===== src/design/pio_pkg.sv =====
// Package of register offsets, field positions and reset values for the parallel I/O block
package pio_pkg;
  // Printed offsets are not all multiples of four: these are indices, byte address = 4 * index
  localparam logic [3:0] IDX_PORT_A_DATA = 4'h0;
  localparam logic [3:0] IDX_PORT_B_DATA = 4'h1;
  localparam logic [3:0] IDX_PORT_C_DATA = 4'h2;
  localparam logic [3:0] IDX_INPUT_PORT_DATA = 4'h3;
  localparam logic [3:0] IDX_PORT_A_DIRECTION = 4'h4;
  localparam logic [3:0] IDX_PORT_B_DIRECTION = 4'h5;
  localparam logic [3:0] IDX_PORT_C_DIRECTION = 4'h6;
  localparam logic [3:0] IDX_CLOCK_OUT_CONTROL = 4'h7;
  localparam logic [3:0] IDX_CONVERTER_CONTROL = 4'h9;
  localparam int ADDR_LSB = 2;
  localparam int IDX_W = 4;
  // Field positions
  localparam int CLOCK_OUT_SELECT_BIT = 3;
  localparam int CLOCK_OUT_PIN_BIT = 2;
  localparam int CONVERTER_ON_BIT = 5;
  localparam logic [7:0] CLOCK_OUT_CTRL_MASK = 8'h08;
  localparam logic [7:0] CONVERTER_CTRL_MASK = 8'h6F;
  // Reset values
  localparam logic [7:0] DIRECTION_RESET = 8'h00;
  localparam logic [7:0] CONTROL_RESET = 8'h00;
  localparam logic [7:0] LATCH_POWER_UP = 8'h00;
endpackage


===== src/design/pio_ports.sv =====
// Parallel I/O ports: three bidirectional ports, one input-only port, clock out, APB slave
//
// Added by the designer: the APB slave port.
`timescale 1ns/1ps
module pio_ports #(
  parameter int PORT_W = 8,
  parameter bit PULL_DOWN_B = 1'b0,
  parameter bit PULL_DOWN_C = 1'b0
) (
  input wire logic clock_in,
  input wire logic nrst_in,
  input wire logic psel_in,
  input wire logic penable_in,
  input wire logic pwrite_in,
  input wire logic [31:0] paddr_in,
  input wire logic [31:0] pwdata_in,
  input wire logic [3:0] pstrb_in,
  output logic [31:0] prdata_out,
  output logic pready_out,
  output logic pslverr_out,
  input wire logic [PORT_W-1:0] port_a_in,
  output logic [PORT_W-1:0] port_a_out,
  output logic [PORT_W-1:0] port_a_oe_out,
  input wire logic [PORT_W-1:0] port_b_in,
  output logic [PORT_W-1:0] port_b_out,
  output logic [PORT_W-1:0] port_b_oe_out,
  output logic [PORT_W-1:0] port_b_pull_down_out,
  input wire logic [PORT_W-1:0] port_c_in,
  output logic [PORT_W-1:0] port_c_out,
  output logic [PORT_W-1:0] port_c_oe_out,
  output logic [PORT_W-1:0] port_c_pull_down_out,
  input wire logic [PORT_W-1:0] shared_input_pins_in,
  input wire logic internal_bus_clock_in,
  input wire logic wired_or_irq_enable_in,
  output logic wired_or_irq_out,
  output logic converter_on_out,
  output logic [PORT_W-1:0] converter_control_out
);

  if (PORT_W != 8) begin : g_bad_width
    $error("pio_ports supports only 8-bit ports");
  end

  logic [PORT_W-1:0] port_a_data_ff;
  logic [PORT_W-1:0] port_b_data_ff;
  logic [PORT_W-1:0] port_c_data_ff;
  logic [PORT_W-1:0] port_a_direction_ff;
  logic [PORT_W-1:0] port_b_direction_ff;
  logic [PORT_W-1:0] port_c_direction_ff;
  logic [PORT_W-1:0] clock_out_ctrl_ff;
  logic [PORT_W-1:0] converter_ctrl_ff;
  logic [31:0] prdata_ff;

  wire [pio_pkg::IDX_W-1:0] reg_idx = paddr_in[pio_pkg::ADDR_LSB +: pio_pkg::IDX_W];
  wire addr_upper_zero = (paddr_in[31:pio_pkg::ADDR_LSB+pio_pkg::IDX_W] == '0)
    && (paddr_in[pio_pkg::ADDR_LSB-1:0] == 2'h0);
  wire setup = psel_in && !penable_in;
  wire access = psel_in && penable_in;
  wire byte0_wr = access && pwrite_in && pstrb_in[0];

  wire hit_a_data = addr_upper_zero && (reg_idx == pio_pkg::IDX_PORT_A_DATA);
  wire hit_b_data = addr_upper_zero && (reg_idx == pio_pkg::IDX_PORT_B_DATA);
  wire hit_c_data = addr_upper_zero && (reg_idx == pio_pkg::IDX_PORT_C_DATA);
  wire hit_in_data = addr_upper_zero && (reg_idx == pio_pkg::IDX_INPUT_PORT_DATA);
  wire hit_a_dir = addr_upper_zero && (reg_idx == pio_pkg::IDX_PORT_A_DIRECTION);
  wire hit_b_dir = addr_upper_zero && (reg_idx == pio_pkg::IDX_PORT_B_DIRECTION);
  wire hit_c_dir = addr_upper_zero && (reg_idx == pio_pkg::IDX_PORT_C_DIRECTION);
  wire hit_clk_ctrl = addr_upper_zero && (reg_idx == pio_pkg::IDX_CLOCK_OUT_CONTROL);
  wire hit_conv_ctrl = addr_upper_zero && (reg_idx == pio_pkg::IDX_CONVERTER_CONTROL);
  wire hit_any = hit_a_data || hit_b_data || hit_c_data || hit_in_data || hit_a_dir
    || hit_b_dir || hit_c_dir || hit_clk_ctrl || hit_conv_ctrl;
  // Writing the read-only input port is refused with an error
  wire bad_access = !hit_any || (pwrite_in && hit_in_data);

  wire clock_out_select = clock_out_ctrl_ff[pio_pkg::CLOCK_OUT_SELECT_BIT];
  wire [PORT_W-1:0] clk_pin_mask = PORT_W'(1) << pio_pkg::CLOCK_OUT_PIN_BIT;

  wire [PORT_W-1:0] port_c_dir_eff = clock_out_select ?
    (port_c_direction_ff | clk_pin_mask) : port_c_direction_ff;

  assign port_a_oe_out = port_a_direction_ff;
  assign port_b_oe_out = port_b_direction_ff;
  assign port_c_oe_out = port_c_dir_eff;
  assign port_a_out = port_a_data_ff;
  assign port_b_out = port_b_data_ff;
  for (genvar b = 0; b < PORT_W; b++) begin : g_pc_out
    assign port_c_out[b] = (clock_out_select && (b == pio_pkg::CLOCK_OUT_PIN_BIT)) ?
      internal_bus_clock_in : port_c_data_ff[b];
  end

  assign port_b_pull_down_out = PULL_DOWN_B ? ~port_b_direction_ff : '0;
  assign port_c_pull_down_out = PULL_DOWN_C ? ~port_c_dir_eff : '0;

  assign wired_or_irq_out = wired_or_irq_enable_in && |(port_b_in & ~port_b_direction_ff);

  assign converter_on_out = converter_ctrl_ff[pio_pkg::CONVERTER_ON_BIT];
  assign converter_control_out = converter_ctrl_ff;

  wire [PORT_W-1:0] a_view = (port_a_direction_ff & port_a_data_ff)
    | (~port_a_direction_ff & port_a_in);
  wire [PORT_W-1:0] b_view = (port_b_direction_ff & port_b_data_ff)
    | (~port_b_direction_ff & port_b_in);
  wire [PORT_W-1:0] c_view = (port_c_dir_eff & port_c_data_ff) | (~port_c_dir_eff & port_c_in);

  logic [PORT_W-1:0] rd_byte;
  always_comb begin
    rd_byte = '0;
    if (hit_a_data) begin
      rd_byte = a_view;
    end else if (hit_b_data) begin
      rd_byte = b_view;
    end else if (hit_c_data) begin
      rd_byte = c_view;
    end else if (hit_in_data) begin
      rd_byte = shared_input_pins_in;
    end else if (hit_a_dir) begin
      rd_byte = port_a_direction_ff;
    end else if (hit_b_dir) begin
      rd_byte = port_b_direction_ff;
    end else if (hit_c_dir) begin
      rd_byte = port_c_dir_eff;
    end else if (hit_clk_ctrl) begin
      rd_byte = clock_out_ctrl_ff;
    end else if (hit_conv_ctrl) begin
      rd_byte = converter_ctrl_ff;
    end
  end

  assign pready_out = 1'b1;
  assign pslverr_out = access && bad_access;
  assign prdata_out = prdata_ff;

  // Read data captured in setup so it is stable during the access phase
  always_ff @(posedge clock_in or negedge nrst_in) begin
    if (!nrst_in) begin
      prdata_ff <= 32'h0000_0000;
    end else if (setup && !pwrite_in) begin
      prdata_ff <= {{(32-PORT_W){1'b0}}, rd_byte};
    end
  end

  always_ff @(posedge clock_in or negedge nrst_in) begin
    if (!nrst_in) begin
      port_a_direction_ff <= pio_pkg::DIRECTION_RESET;
      port_b_direction_ff <= pio_pkg::DIRECTION_RESET;
      port_c_direction_ff <= pio_pkg::DIRECTION_RESET;
      clock_out_ctrl_ff <= pio_pkg::CONTROL_RESET;
      converter_ctrl_ff <= pio_pkg::CONTROL_RESET;
    end else if (byte0_wr) begin
      if (hit_a_dir) begin
        port_a_direction_ff <= pwdata_in[PORT_W-1:0];
      end
      if (hit_b_dir) begin
        port_b_direction_ff <= pwdata_in[PORT_W-1:0];
      end
      if (hit_c_dir) begin
        port_c_direction_ff <= pwdata_in[PORT_W-1:0];
      end
      if (hit_clk_ctrl) begin
        clock_out_ctrl_ff <= pwdata_in[PORT_W-1:0] & pio_pkg::CLOCK_OUT_CTRL_MASK;
      end
      if (hit_conv_ctrl) begin
        converter_ctrl_ff <= pwdata_in[PORT_W-1:0] & pio_pkg::CONVERTER_CTRL_MASK;
      end
    end
  end

  // latches take no reset, so they keep their value across it
  always_ff @(posedge clock_in) begin
    if (byte0_wr && hit_a_data) begin
      port_a_data_ff <= pwdata_in[PORT_W-1:0];
    end
    if (byte0_wr && hit_b_data) begin
      port_b_data_ff <= pwdata_in[PORT_W-1:0];
    end
    if (byte0_wr && hit_c_data) begin
      port_c_data_ff <= pwdata_in[PORT_W-1:0];
    end
  end

endmodule // pio_ports


===== config.mk =====
export PLATFORM = sky130hd
export DESIGN_NAME = pio_ports
export DESIGN_NICKNAME = d
export VERILOG_FILES = /design/src/design/pio_pkg.sv /design/src/design/pio_ports.sv
export SDC_FILE = /design/constraint.sdc
export NUM_CORES = 1
export LEC_CHECK = 0
export ABC_CLOCK_PERIOD_IN_PS = 2900
export BUFFER_PORTS_ARGS = -buffer_cell sky130_fd_sc_hd__buf_2
export CORE_MARGIN = 2
export CORE_UTILIZATION = 45
export DETAILED_ROUTE_END_ITERATION = 7
export PLACE_DENSITY = 0.9
export SLEW_MARGIN = 10
export SYNTH_ARGS = -nofsm -noshare
export SYNTH_HDL_FRONTEND = slang
export SYNTH_SLANG_ARGS = --single-unit

===== constraint.sdc =====
create_clock -name clock_in -period 2.9 [get_ports clock_in]
set_input_delay 0.29 -clock clock_in [delete_from_list [all_inputs] [get_ports clock_in]]
set_output_delay 0.29 -clock clock_in [all_outputs]
set_load 0.02 [all_outputs]

Yosys cells after proc, flatten, opt, wreduce, memory -nomap -nowiden
Index checks and enable logic that the tools add are counted.

storage, ports and cells
  register bits = 63
  bits in latches = 0
  memory bits (writable) = 0
  memory bits (read-only) = 0
  output and inout bits = 108
  logic and storage cells = 82
  memories = 0

cells by class
  $add $sub $neg = 0
  multipliers = 0
  div/mod/pow operators = 0
  order comparisons = 0
  equality and inequality tests = 8
  shifts and indexed selects = 0
  mux-type cells = 11
  bitwise logic cells = 12
  reductions and logical operators = 42

operator list
  kind                                                             count
  8-bit two-way mux                                                7
  8-bit bitwise AND                                                6
  26-bit logical NOT                                               1
  8-bit NOT                                                        3
  8-bit bitwise OR                                                 3
  1-bit logical AND                                                21
  4-bit by 3-bit == test with 1-bit output, second input constant  4
  7-bit two-way mux                                                2
  2-bit AND reduction                                              5
  1-bit logical OR                                                 9
  4-bit by 2-bit == test with 1-bit output, second input constant  2
  8-bit OR reduction                                               1
  4-bit by 1-bit == test with 1-bit output, second input constant  1
  4-bit == test, second input constant                             1
  4-bit logical NOT                                                1
  1-bit logical NOT                                                3
  3-bit two-way mux                                                1
  2-bit logical NOT                                                1
  1-bit two-way mux                                                1

Longest topological paths before layout
Gate-level depths: netlist (run 1).

  depth after elaboration = 14
  gate-level depth with buffers = 8
  depth with buffers taken out = 6

Worst setup path after synthesis (run 1)
OpenSTA, ideal clock, no wires.

  path type = input-to-reg
  start point = in paddr_in[8]
  end point = reg port_b_data_ff[0] (netlist: port_b_out[0]), enable pin
  library setup time = 370 ps
  data arrival time = 2110 ps
  required time = 2530 ps
  slack = 419 ps
  cell stages on the path = 7
  buffers on the path = 2
  cell sequence = nor4_1 -> nand4_1 -> or2_1 -> buf_6 -> buf_2 -> or4_1 -> nor2_1

between the ends
  cells in the longest elaborated chain, start to end = 4

RTL lines
  element                 line              text
  start: declaration      pio_ports.sv:15   input wire logic [31:0] paddr_in,
  26-bit logical NOT      pio_ports.sv:55   wire addr_upper_zero = (paddr_in[31:pio_pkg::ADDR_LSB+pio_pkg::IDX_W] == '0)
  1-bit logical AND       pio_ports.sv:56   && (paddr_in[pio_pkg::ADDR_LSB-1:0] == 2'h0);
  1-bit logical AND       pio_ports.sv:62   wire hit_b_data = addr_upper_zero && (reg_idx == pio_pkg::IDX_PORT_B_DATA);
  1-bit logical AND       pio_ports.sv:173  if (byte0_wr && hit_b_data) begin
  end signal: assignment  pio_ports.sv:174  port_b_data_ff <= pwdata_in[PORT_W-1:0];
  end: declaration        pio_ports.sv:45   logic [PORT_W-1:0] port_b_data_ff;

Every way passes these cells.
A chain may end at the register's enable or synchronous reset.

Final worst setup path (run 1)
  start point = in paddr_in[15]
  end point = reg port_c_data_ff[2], enable pin

between the ends
  cells in the longest elaborated chain, start to end = 4

RTL lines
  element                 line              text
  26-bit logical NOT      pio_ports.sv:55
  1-bit logical AND       pio_ports.sv:56
  1-bit logical AND       pio_ports.sv:63   wire hit_c_data = addr_upper_zero && (reg_idx == pio_pkg::IDX_PORT_C_DATA);
  1-bit logical AND       pio_ports.sv:176  if (byte0_wr && hit_c_data) begin
  end signal: assignment  pio_ports.sv:177  port_c_data_ff <= pwdata_in[PORT_W-1:0];
  end: declaration        pio_ports.sv:46   logic [PORT_W-1:0] port_c_data_ff;

Every way passes these cells.

==> impl_results.md, run 1 <==
* Worst clock skew at 0.00851 ns
* Syn_area_per_cell at 10.6 sq um
* ANT nets after route at 0
* Nets at 595
* Post_cts resized at 0
* Clock transition at path regs at 0.07 ns
* Die extent in y at 95.1 um
* Clk Tree Root Cell: clkbuf_8
* Initial DRC Count at 346
* Tmin final at 2.33 ns
* Sw frac at 0.252
* Outcome: finished clean
* CTS Buf Count at 9
* Worst Hold Class: primary input to async pin
* Die span in x at 95.1 um
* Critical path buffers and inverters at 2
* DRC viols at 0
* Max VDD drop at 0.000295 V
* Syn Std Cell Area at 3740 sq um
* Worst-Margin Slew at 0.938 ns
* H-tree depth at 3
* Vias in the first global route at 3,196
* #FFs+latches synth at 63
* Final setup viols at 0
* Cells after Synth at 352
* Main synth FF type: dfrtp_1
* Core ar. at 8130 sq um
* Routability cong. at 0.903
* CP peak stage delay at 0.62 ns
* CTS tree: built
* Net Sw Power at 0.485 mW
* Final Cycle Share at 0.803
* Lkg Pwr at 2.24 nW
* Critical-path cell list: buf_2, nor4_1, nand4_1, or2_1, or4_1, nor2_1, buf_4
* Slew HR at 0.375
* Combinational share of power at 0.119
* DPL Wire Length at 8280 um
* CP max stage cell: or4_1
* Share of layout cells above drive strength 1 at 0.432
* Total gr overflow at 0
* Clock group share of total power at 0.399
* Max-slew violation count at 0
* Avg WL per Cell at 18.3 um
* TNS Setup at 0 ns
* Max Cap Viol at 0
* DR pass1 iterations at 5
* Worst path required time at 2.95 ns
* CTS Buffer Depth at 2
* Reg2reg path depth at 5
* Worst path top cell family by delay: simple AND/OR/NAND/NOR gates
* Kind of critical path: primary input to register
* Core Rows at 33
* Final Core Density at 0.558
* First-pass GRT wire length at 16,200 um
* Synth Warn # at 0
* GRT Total Usage at 0.242
* Initial core utilization at 0.459
* Critical path peak fanout at 14
* Post-synthesis sequential area ratio at 0.454
* DR vias/cell at 5.58
* Distinct cells, synth at 45
* P_int at 1.44 mW
* Fmax at 429 MHz
* Final Hold Fails at 0
* Arrival time worst endpoint at 2.38 ns
* Vias at 3,338
* Sink Count at 63
* Antenna violations before repair at 0
* DRT Wirelength at 10,900 um
* Port Buf Inserts at 144
* R2R setup slack at 1.30 ns
* Worst setup EP type: register
* # hold bufs at CTS at 0
* Number of synthesized flops with an enable pin at 24
* Asr flop ratio synth at 0.619
* Total power divided by cell area at 423 nW/um^2
* P&R area growth vs syn at 21.5%
* Final antenna diode count at 0
* Startpoint Class: primary input
* Reg power frac at 0.482
* Largest net degree at the start of global routing at 40
* Worst-Skew Late Latency at 0.35 ns
* CP Depth at 7
* RSZ-0062 raised after global routing: no
* Full die area at 9050 sq um
* # IOs at 215
* # Post-CTS Setup Buffers at 0
routing by layer:
metal / part of all wire / wire [um] / up-vias / track usage
met2: 0.48 / 5290 / 251 / 0.396
li1: - / - / 1454 / -
met3: 0.086 / 946 / 57 / 0.0498
met4: 0.052 / 564 / 0 / 0.161
met1: 0.38 / 4150 / 1576 / 0.288
met5: 0 / 0 / - / 0
cells in the final DEF (no fill, tap or decap), types with 3 or more instances in the layout:
cell,count
conb_1,43
nand2_1,21
dfrtp_1,39
o21ai_0,14
clkbuf_8,11
nand3_1,3
nor2b_1,12
a21o_1,3
buf_4,13
mux2i_1,19
inv_1,6
edfxtp_1,24
nor4_1,9
a32oi_1,3
buf_2,144
a21oi_1,16
o22ai_1,10
o31ai_1,3
mux2_2,34
nor2_1,15
nor3_1,7
a22o_1,5
or2_2,4
nand2b_1,5
registers in the layout, indices dropped and copies added, names as in the netlist:
signal	flops
port_c_data_ff	8
port_c_direction_ff	8
port_a_out	8
clock_out_ctrl_ff	1
port_a_oe_out	8
port_b_out	8
prdata_out	8
converter_control_out	6
port_b_oe_out	8
synth_stat cells (2+ instances only):
master	number	share of area
mux2i_1	19	0.051
a211oi_1	2	0.0040
o31ai_1	3	0.0060
nand2b_1	5	0.0084
a31oi_1	2	0.0033
a21o_1	3	0.0060
conb_1	2	0.0020
a21oi_1	16	0.021
edfxtp_1	24	0.19
buf_4	58	0.12
nand4_1	2	0.0033
a32oi_1	3	0.0070
nor2_1	15	0.015
dfrtp_1	39	0.26
clkbuf_1	12	0.012
a22o_1	5	0.012
nor3_1	7	0.0094
nor4_4	2	0.011
nor2b_1	12	0.020
o32a_1	2	0.0054
inv_1	6	0.0060
o21ai_0	14	0.019
nand2_1	21	0.021
a311oi_1	2	0.0047
or2_2	4	0.0067
o22ai_1	10	0.017
nor4_1	9	0.015
nand3_1	3	0.0040
mux2_2	34	0.10
per-stage QoR:
| stage | cells | power (mW) | area [sq um] | hold slack [ns] | setup slack [ns] |
|---|---|---|---|---|---|
| 2_1_floorplan | 393 | 1.11 | 3890 | -0.00559 | 0.419 |
| 3_3_place_gp | 582 | 1.16 | 4340 | 0.443 | 0.269 |
| 3_5_place_dp | 582 | 1.17 | 4340 | 0.474 | 0.209 |
| 4_1_cts | 598 | 1.92 | 4540 | 0.0980 | 0.560 |
| 5_1_grt | 598 | 1.98 | 4540 | 0.149 | 0.428 |
| 6_report | 598 | 1.92 | 4540 | 0.0836 | 0.571 |
logic make-up after synthesis:
kind of cell / after synthesis / share of synthesized area
buffers and inverters: 79 / 0.140
AOI/OAI and AO/OA: 66 / 0.113
other: 2 / 0.00201
and+or+nand+nor: 88 / 0.134
muxes: 54 / 0.156
DFF: 63 / 0.454
worst reg2reg max path: cells and delay by family (launching register included):
| kind | cells | cell delay (ns) |
|---|---|---|
| multiplexers | 1 | 0.37 |
| AO/OA/AOI/OAI | 3 | 0.65 |
| AND/OR/NAND/NOR | 1 | 0.04 |
| flip-flops | 1 | 0.43 |
power groups by stage:
stage                     clock network, mW  registers, mW  logic, mW
final                                 0.767          0.925      0.228
after global routing                  0.809          0.924      0.249
after CTS                             0.773          0.925      0.225
after detailed placement                  0          0.943      0.223
after global placement                    0          0.943      0.218
after floorplan                           0          0.943      0.169
area by class of cell:
type / instances / area [sq um]
Multi-Input combinational cell: 251 / 1670
Sequential cell: 63 / 1700
Clock buffer: 12 / 155
Fill cell: 678 / 3590
Inverter: 6 / 22.5
Timing Repair Buffer: 157 / 818
Clock inverter: 4 / 43.8
Tap cell: 105 / 131
worst paths after layout:
kind                                        startpoint                      to
worst max-delay path                      paddr_in[15]       port_c_data_ff[2]
worst min-delay path                           nrst_in  port_c_direction_ff[0]
worst max register to register  port_c_direction_ff[6]           prdata_out[6]
worst min register to register           prdata_out[4]           prdata_out[4]
max in group asynchronous                      nrst_in        port_b_oe_out[7]
min in group clock_in                     pwdata_in[4]       port_c_data_ff[4]
Note: power is estimated with default switching activity, not from simulation.
==> run 2, diff against run 1 <==
Settings changed: ABC_CLOCK_PERIOD_IN_PS 2900 to 1900, CORE_UTILIZATION 45 to 40, PLACE_DENSITY 0.9 to 0.85.
Clock period 2.9 ns to 1.9 ns, I/O delays scaled along.
==> run 2 against run 1 <==
Effect of this change:
- final cell count increased by 4.3%
- sequential power increased by 52%
- critical path type unchanged
- first-iteration DRC count increased by 44%
- critical endpoint is now port_c_direction_ff[6]
- largest cell class is now multi-input combinational cells
- clock skew increased by 0.0013 ns
- total power increased by 59%
- clock power increased by 62%
- setup slack got worse by 0.57 ns
- core utilization decreased by 1.0 points
- critical path depth increased by 2
- via count increased by 5.4%
- non-clock buffer count increased by 20
==> impl_results.md, run 2 (synthesized netlist as in run 1, its figures left out) <==
* Sink Count at 63 (unchanged)
* Final Cycle Share at 0.999
* Full die area at 10,100 sq um (+12%)
* Setup ws final at 0.00184 ns (-0.569 ns)
* Slew HR at 0.607 (+0.232)
* Total power divided by cell area at 611 nW/um^2 (+44%)
* Critical-path cell list: buf_2, nor4_4, nand3_2, or2_4, buf_8, buf_12, nor4_4, buf_4, mux2_4
* Total gr overflow at 0 (unchanged)
* Dpl cell area at 4520 sq um (+4.0%)
* Clk Tree Root Cell: clkbuf_8
* Worst-Skew Late Latency at 0.35 ns (about the same)
* Nets at 615 (+3.4%)
* Routability cong. at 0.876 (-3.0%)
* Most frequent cells in the layout: buf_2, conb_1, dfrtp_1
* DR pass1 iterations at 5 (unchanged)
* Tmin final at 1.90 ns
* Clock transition at path regs at 0.07 ns (about the same)
* Die span in x at 101 um (+5.8%)
* Die extent in y at 101 um (+5.8%)
* Initial DRC Count at 498 (+44%)
* First-pass GRT wire length at 18,200 um (+12%)
* RSZ-0062 raised after global routing: yes
* DR vias/cell at 5.64 (+0.97%)
* Net Sw Power at 0.781 mW (+61%)
* Reg power frac at 0.461 (-0.021)
* P_int at 2.28 mW (+59%)
* Commonest non-fill, non-tap cell in the layout: buf_2
* Max Cap Viol at 0 (unchanged)
* Combinational share of power at 0.134 (+0.015)
* Final Core Density at 0.548 (-0.0100)
* CP peak stage delay at 0.35 ns (-0.27 ns)
* CP max stage cell: nor4_4
* Max-slew violation count at 0 (unchanged)
* CTS Buffer Depth at 2 (unchanged)
* Final Hold Fails at 0 (unchanged)
* Initial core utilization at 0.408 (-0.0511)
* Worst hold path depth at 1
* Max VDD drop at 0.000425 V (+44%)
* DRC viols at 0 (unchanged)
* Share of layout cells above drive strength 1 at 0.476 (+0.0436)
* Arrival time worst endpoint at 2.13 ns (-0.25 ns)
* Largest net degree at the start of global routing at 22 (-45%)
* Vias at 3,517 (+5.4%)
* Final instance area at 5020 sq um (+11%)
* Cell count after placement at 599 (+2.9%)
* Final setup viols at 0 (unchanged)
* Worst clock skew at 0.00984 ns (+0.00133 ns)
* Fillers at 741 (+9.3%)
* Antenna violations before repair at 0 (unchanged)
* Core Rows at 35 (+6.1%)
* Worst setup EP type: register
* Fin cells at 624 (+4.3%)
* Startpoint Class: primary input
* Kind of critical path: primary input to register
* Critical path peak fanout at 6 (-8)
* ANT nets after route at 0 (unchanged)
* Final antenna diode count at 0 (unchanged)
* CTS tree: built
* Critical path buffers and inverters at 4 (+2)
* P&R area growth vs syn at 34.2%
* DRT Wirelength at 12,500 um (+15%)
* Sw frac at 0.255 (+0.00256)
* DPL Wire Length at 9000 um (+8.7%)
* Core ar. at 9150 sq um (+13%)
* CP most frequent cell: nor4_4
* Outcome: finished clean
* Post-Place Worst Slack at -0.384 ns (-0.594 ns)
* GRT Total Usage at 0.240 (-0.00265)
* Port Buf Inserts at 144 (unchanged)
* Worst-Margin Slew at 0.589 ns (-0.349 ns)
* Fmax at 527 MHz
* CTS Buf Count at 9 (unchanged)
* CP Depth at 9 (+2)
* # IOs at 215 (unchanged)
* H-tree depth at 3 (unchanged)
* Worst Hold Class: primary input to register
* Reg2reg path depth at 5 (unchanged)
* Clock group share of total power at 0.405 (+0.006)
* Worst path top cell family by delay: simple AND/OR/NAND/NOR gates
* Vias in the first global route at 3,354 (+4.9%)
* Avg WL per Cell at 20.1 um (+9.8%)
* Lkg Pwr at 2.40 nW (+7.3%)
* Worst path required time at 2.13 ns (-0.82 ns)
-- run 2: cell count changes in the layout (fill, tap and decap cells not counted), sizes merged --
cell / before / now
buf: 157 / 176
clkbuf: 12 / 11
dlygate4sd3: 0 / 1
bufinv: 1 / 2
-- run 2: cell type report --
| class | count | area, sq um | area share |
|---|---|---|---|
| Sequential cell | 63 | 1700 | 0.338 |
| Clock inverter | 5 | 72.6 | 0.0145 |
| Tap cell | 111 | 139 | 0.0277 |
| Inverter | 6 | 22.5 | 0.00449 |
| Timing Repair Buffer | 177 | 1080 | 0.215 |
| Multi-Input combinational cell | 251 | 1880 | 0.374 |
| Clock buffer | 11 | 131 | 0.0262 |
-- run 2: stage by stage --
stage / TNS [ns] / hold slack, ns / power (mW)
global route: -1.09 / 0.0989 / 3.15
global placement: -14.50 / 0.190 / 1.80
detailed placement: -17.35 / 0.202 / 1.81
floorplan: -5.49 / -0.106 / 1.70
CTS: -0.00947 / 0.0860 / 3.03
finish: 0 / 0.0925 / 3.06
-- run 2: metal layers --
metal  GRT usage  wire [um]  share of wire  up-vias
met5           0          0              0        -
met3      0.0451       1100          0.088       63
met4       0.116        545          0.043        0
met1       0.294       4790           0.38     1675
li1            -          -              -     1497
met2       0.405       6100           0.49      282
-- run 2: worst paths after layout --
path | startpoint | end | slack (ns)
setup / recovery | paddr_in[22] | port_c_direction_ff[6] | 0.002
hold / removal | pwdata_in[7] | port_a_out[7] | 0.09
setup reg to reg | port_c_direction_ff[6] | prdata_out[6] | 0.22
hold reg to reg | prdata_out[3] | prdata_out[3] | 0.49
max in group asynchronous | nrst_in | port_b_oe_out[7] | 1.00
min in group asynchronous | nrst_in | port_a_oe_out[0] | 0.38
-- run 2: power by group through the flow --
stage                     sequential [mW]  clock (mW)  combinational, mW
final                                1.41        1.24              0.410
after global routing                 1.41        1.30              0.441
after CTS                            1.41        1.23              0.388
after detailed placement             1.44           0              0.374
after global placement               1.44           0              0.365
after floorplan                      1.44           0              0.262
-- run 2: what timing repair did --
action | in CTS | in global routing
endpoints found under the hold margin | 20 | 0
pin swaps | 12 | 9
hold buffers | 1 | 0
buffers inserted | 7 | 1
setup endpoints to repair | 28 | 55
gates resized for setup | 20 | 26
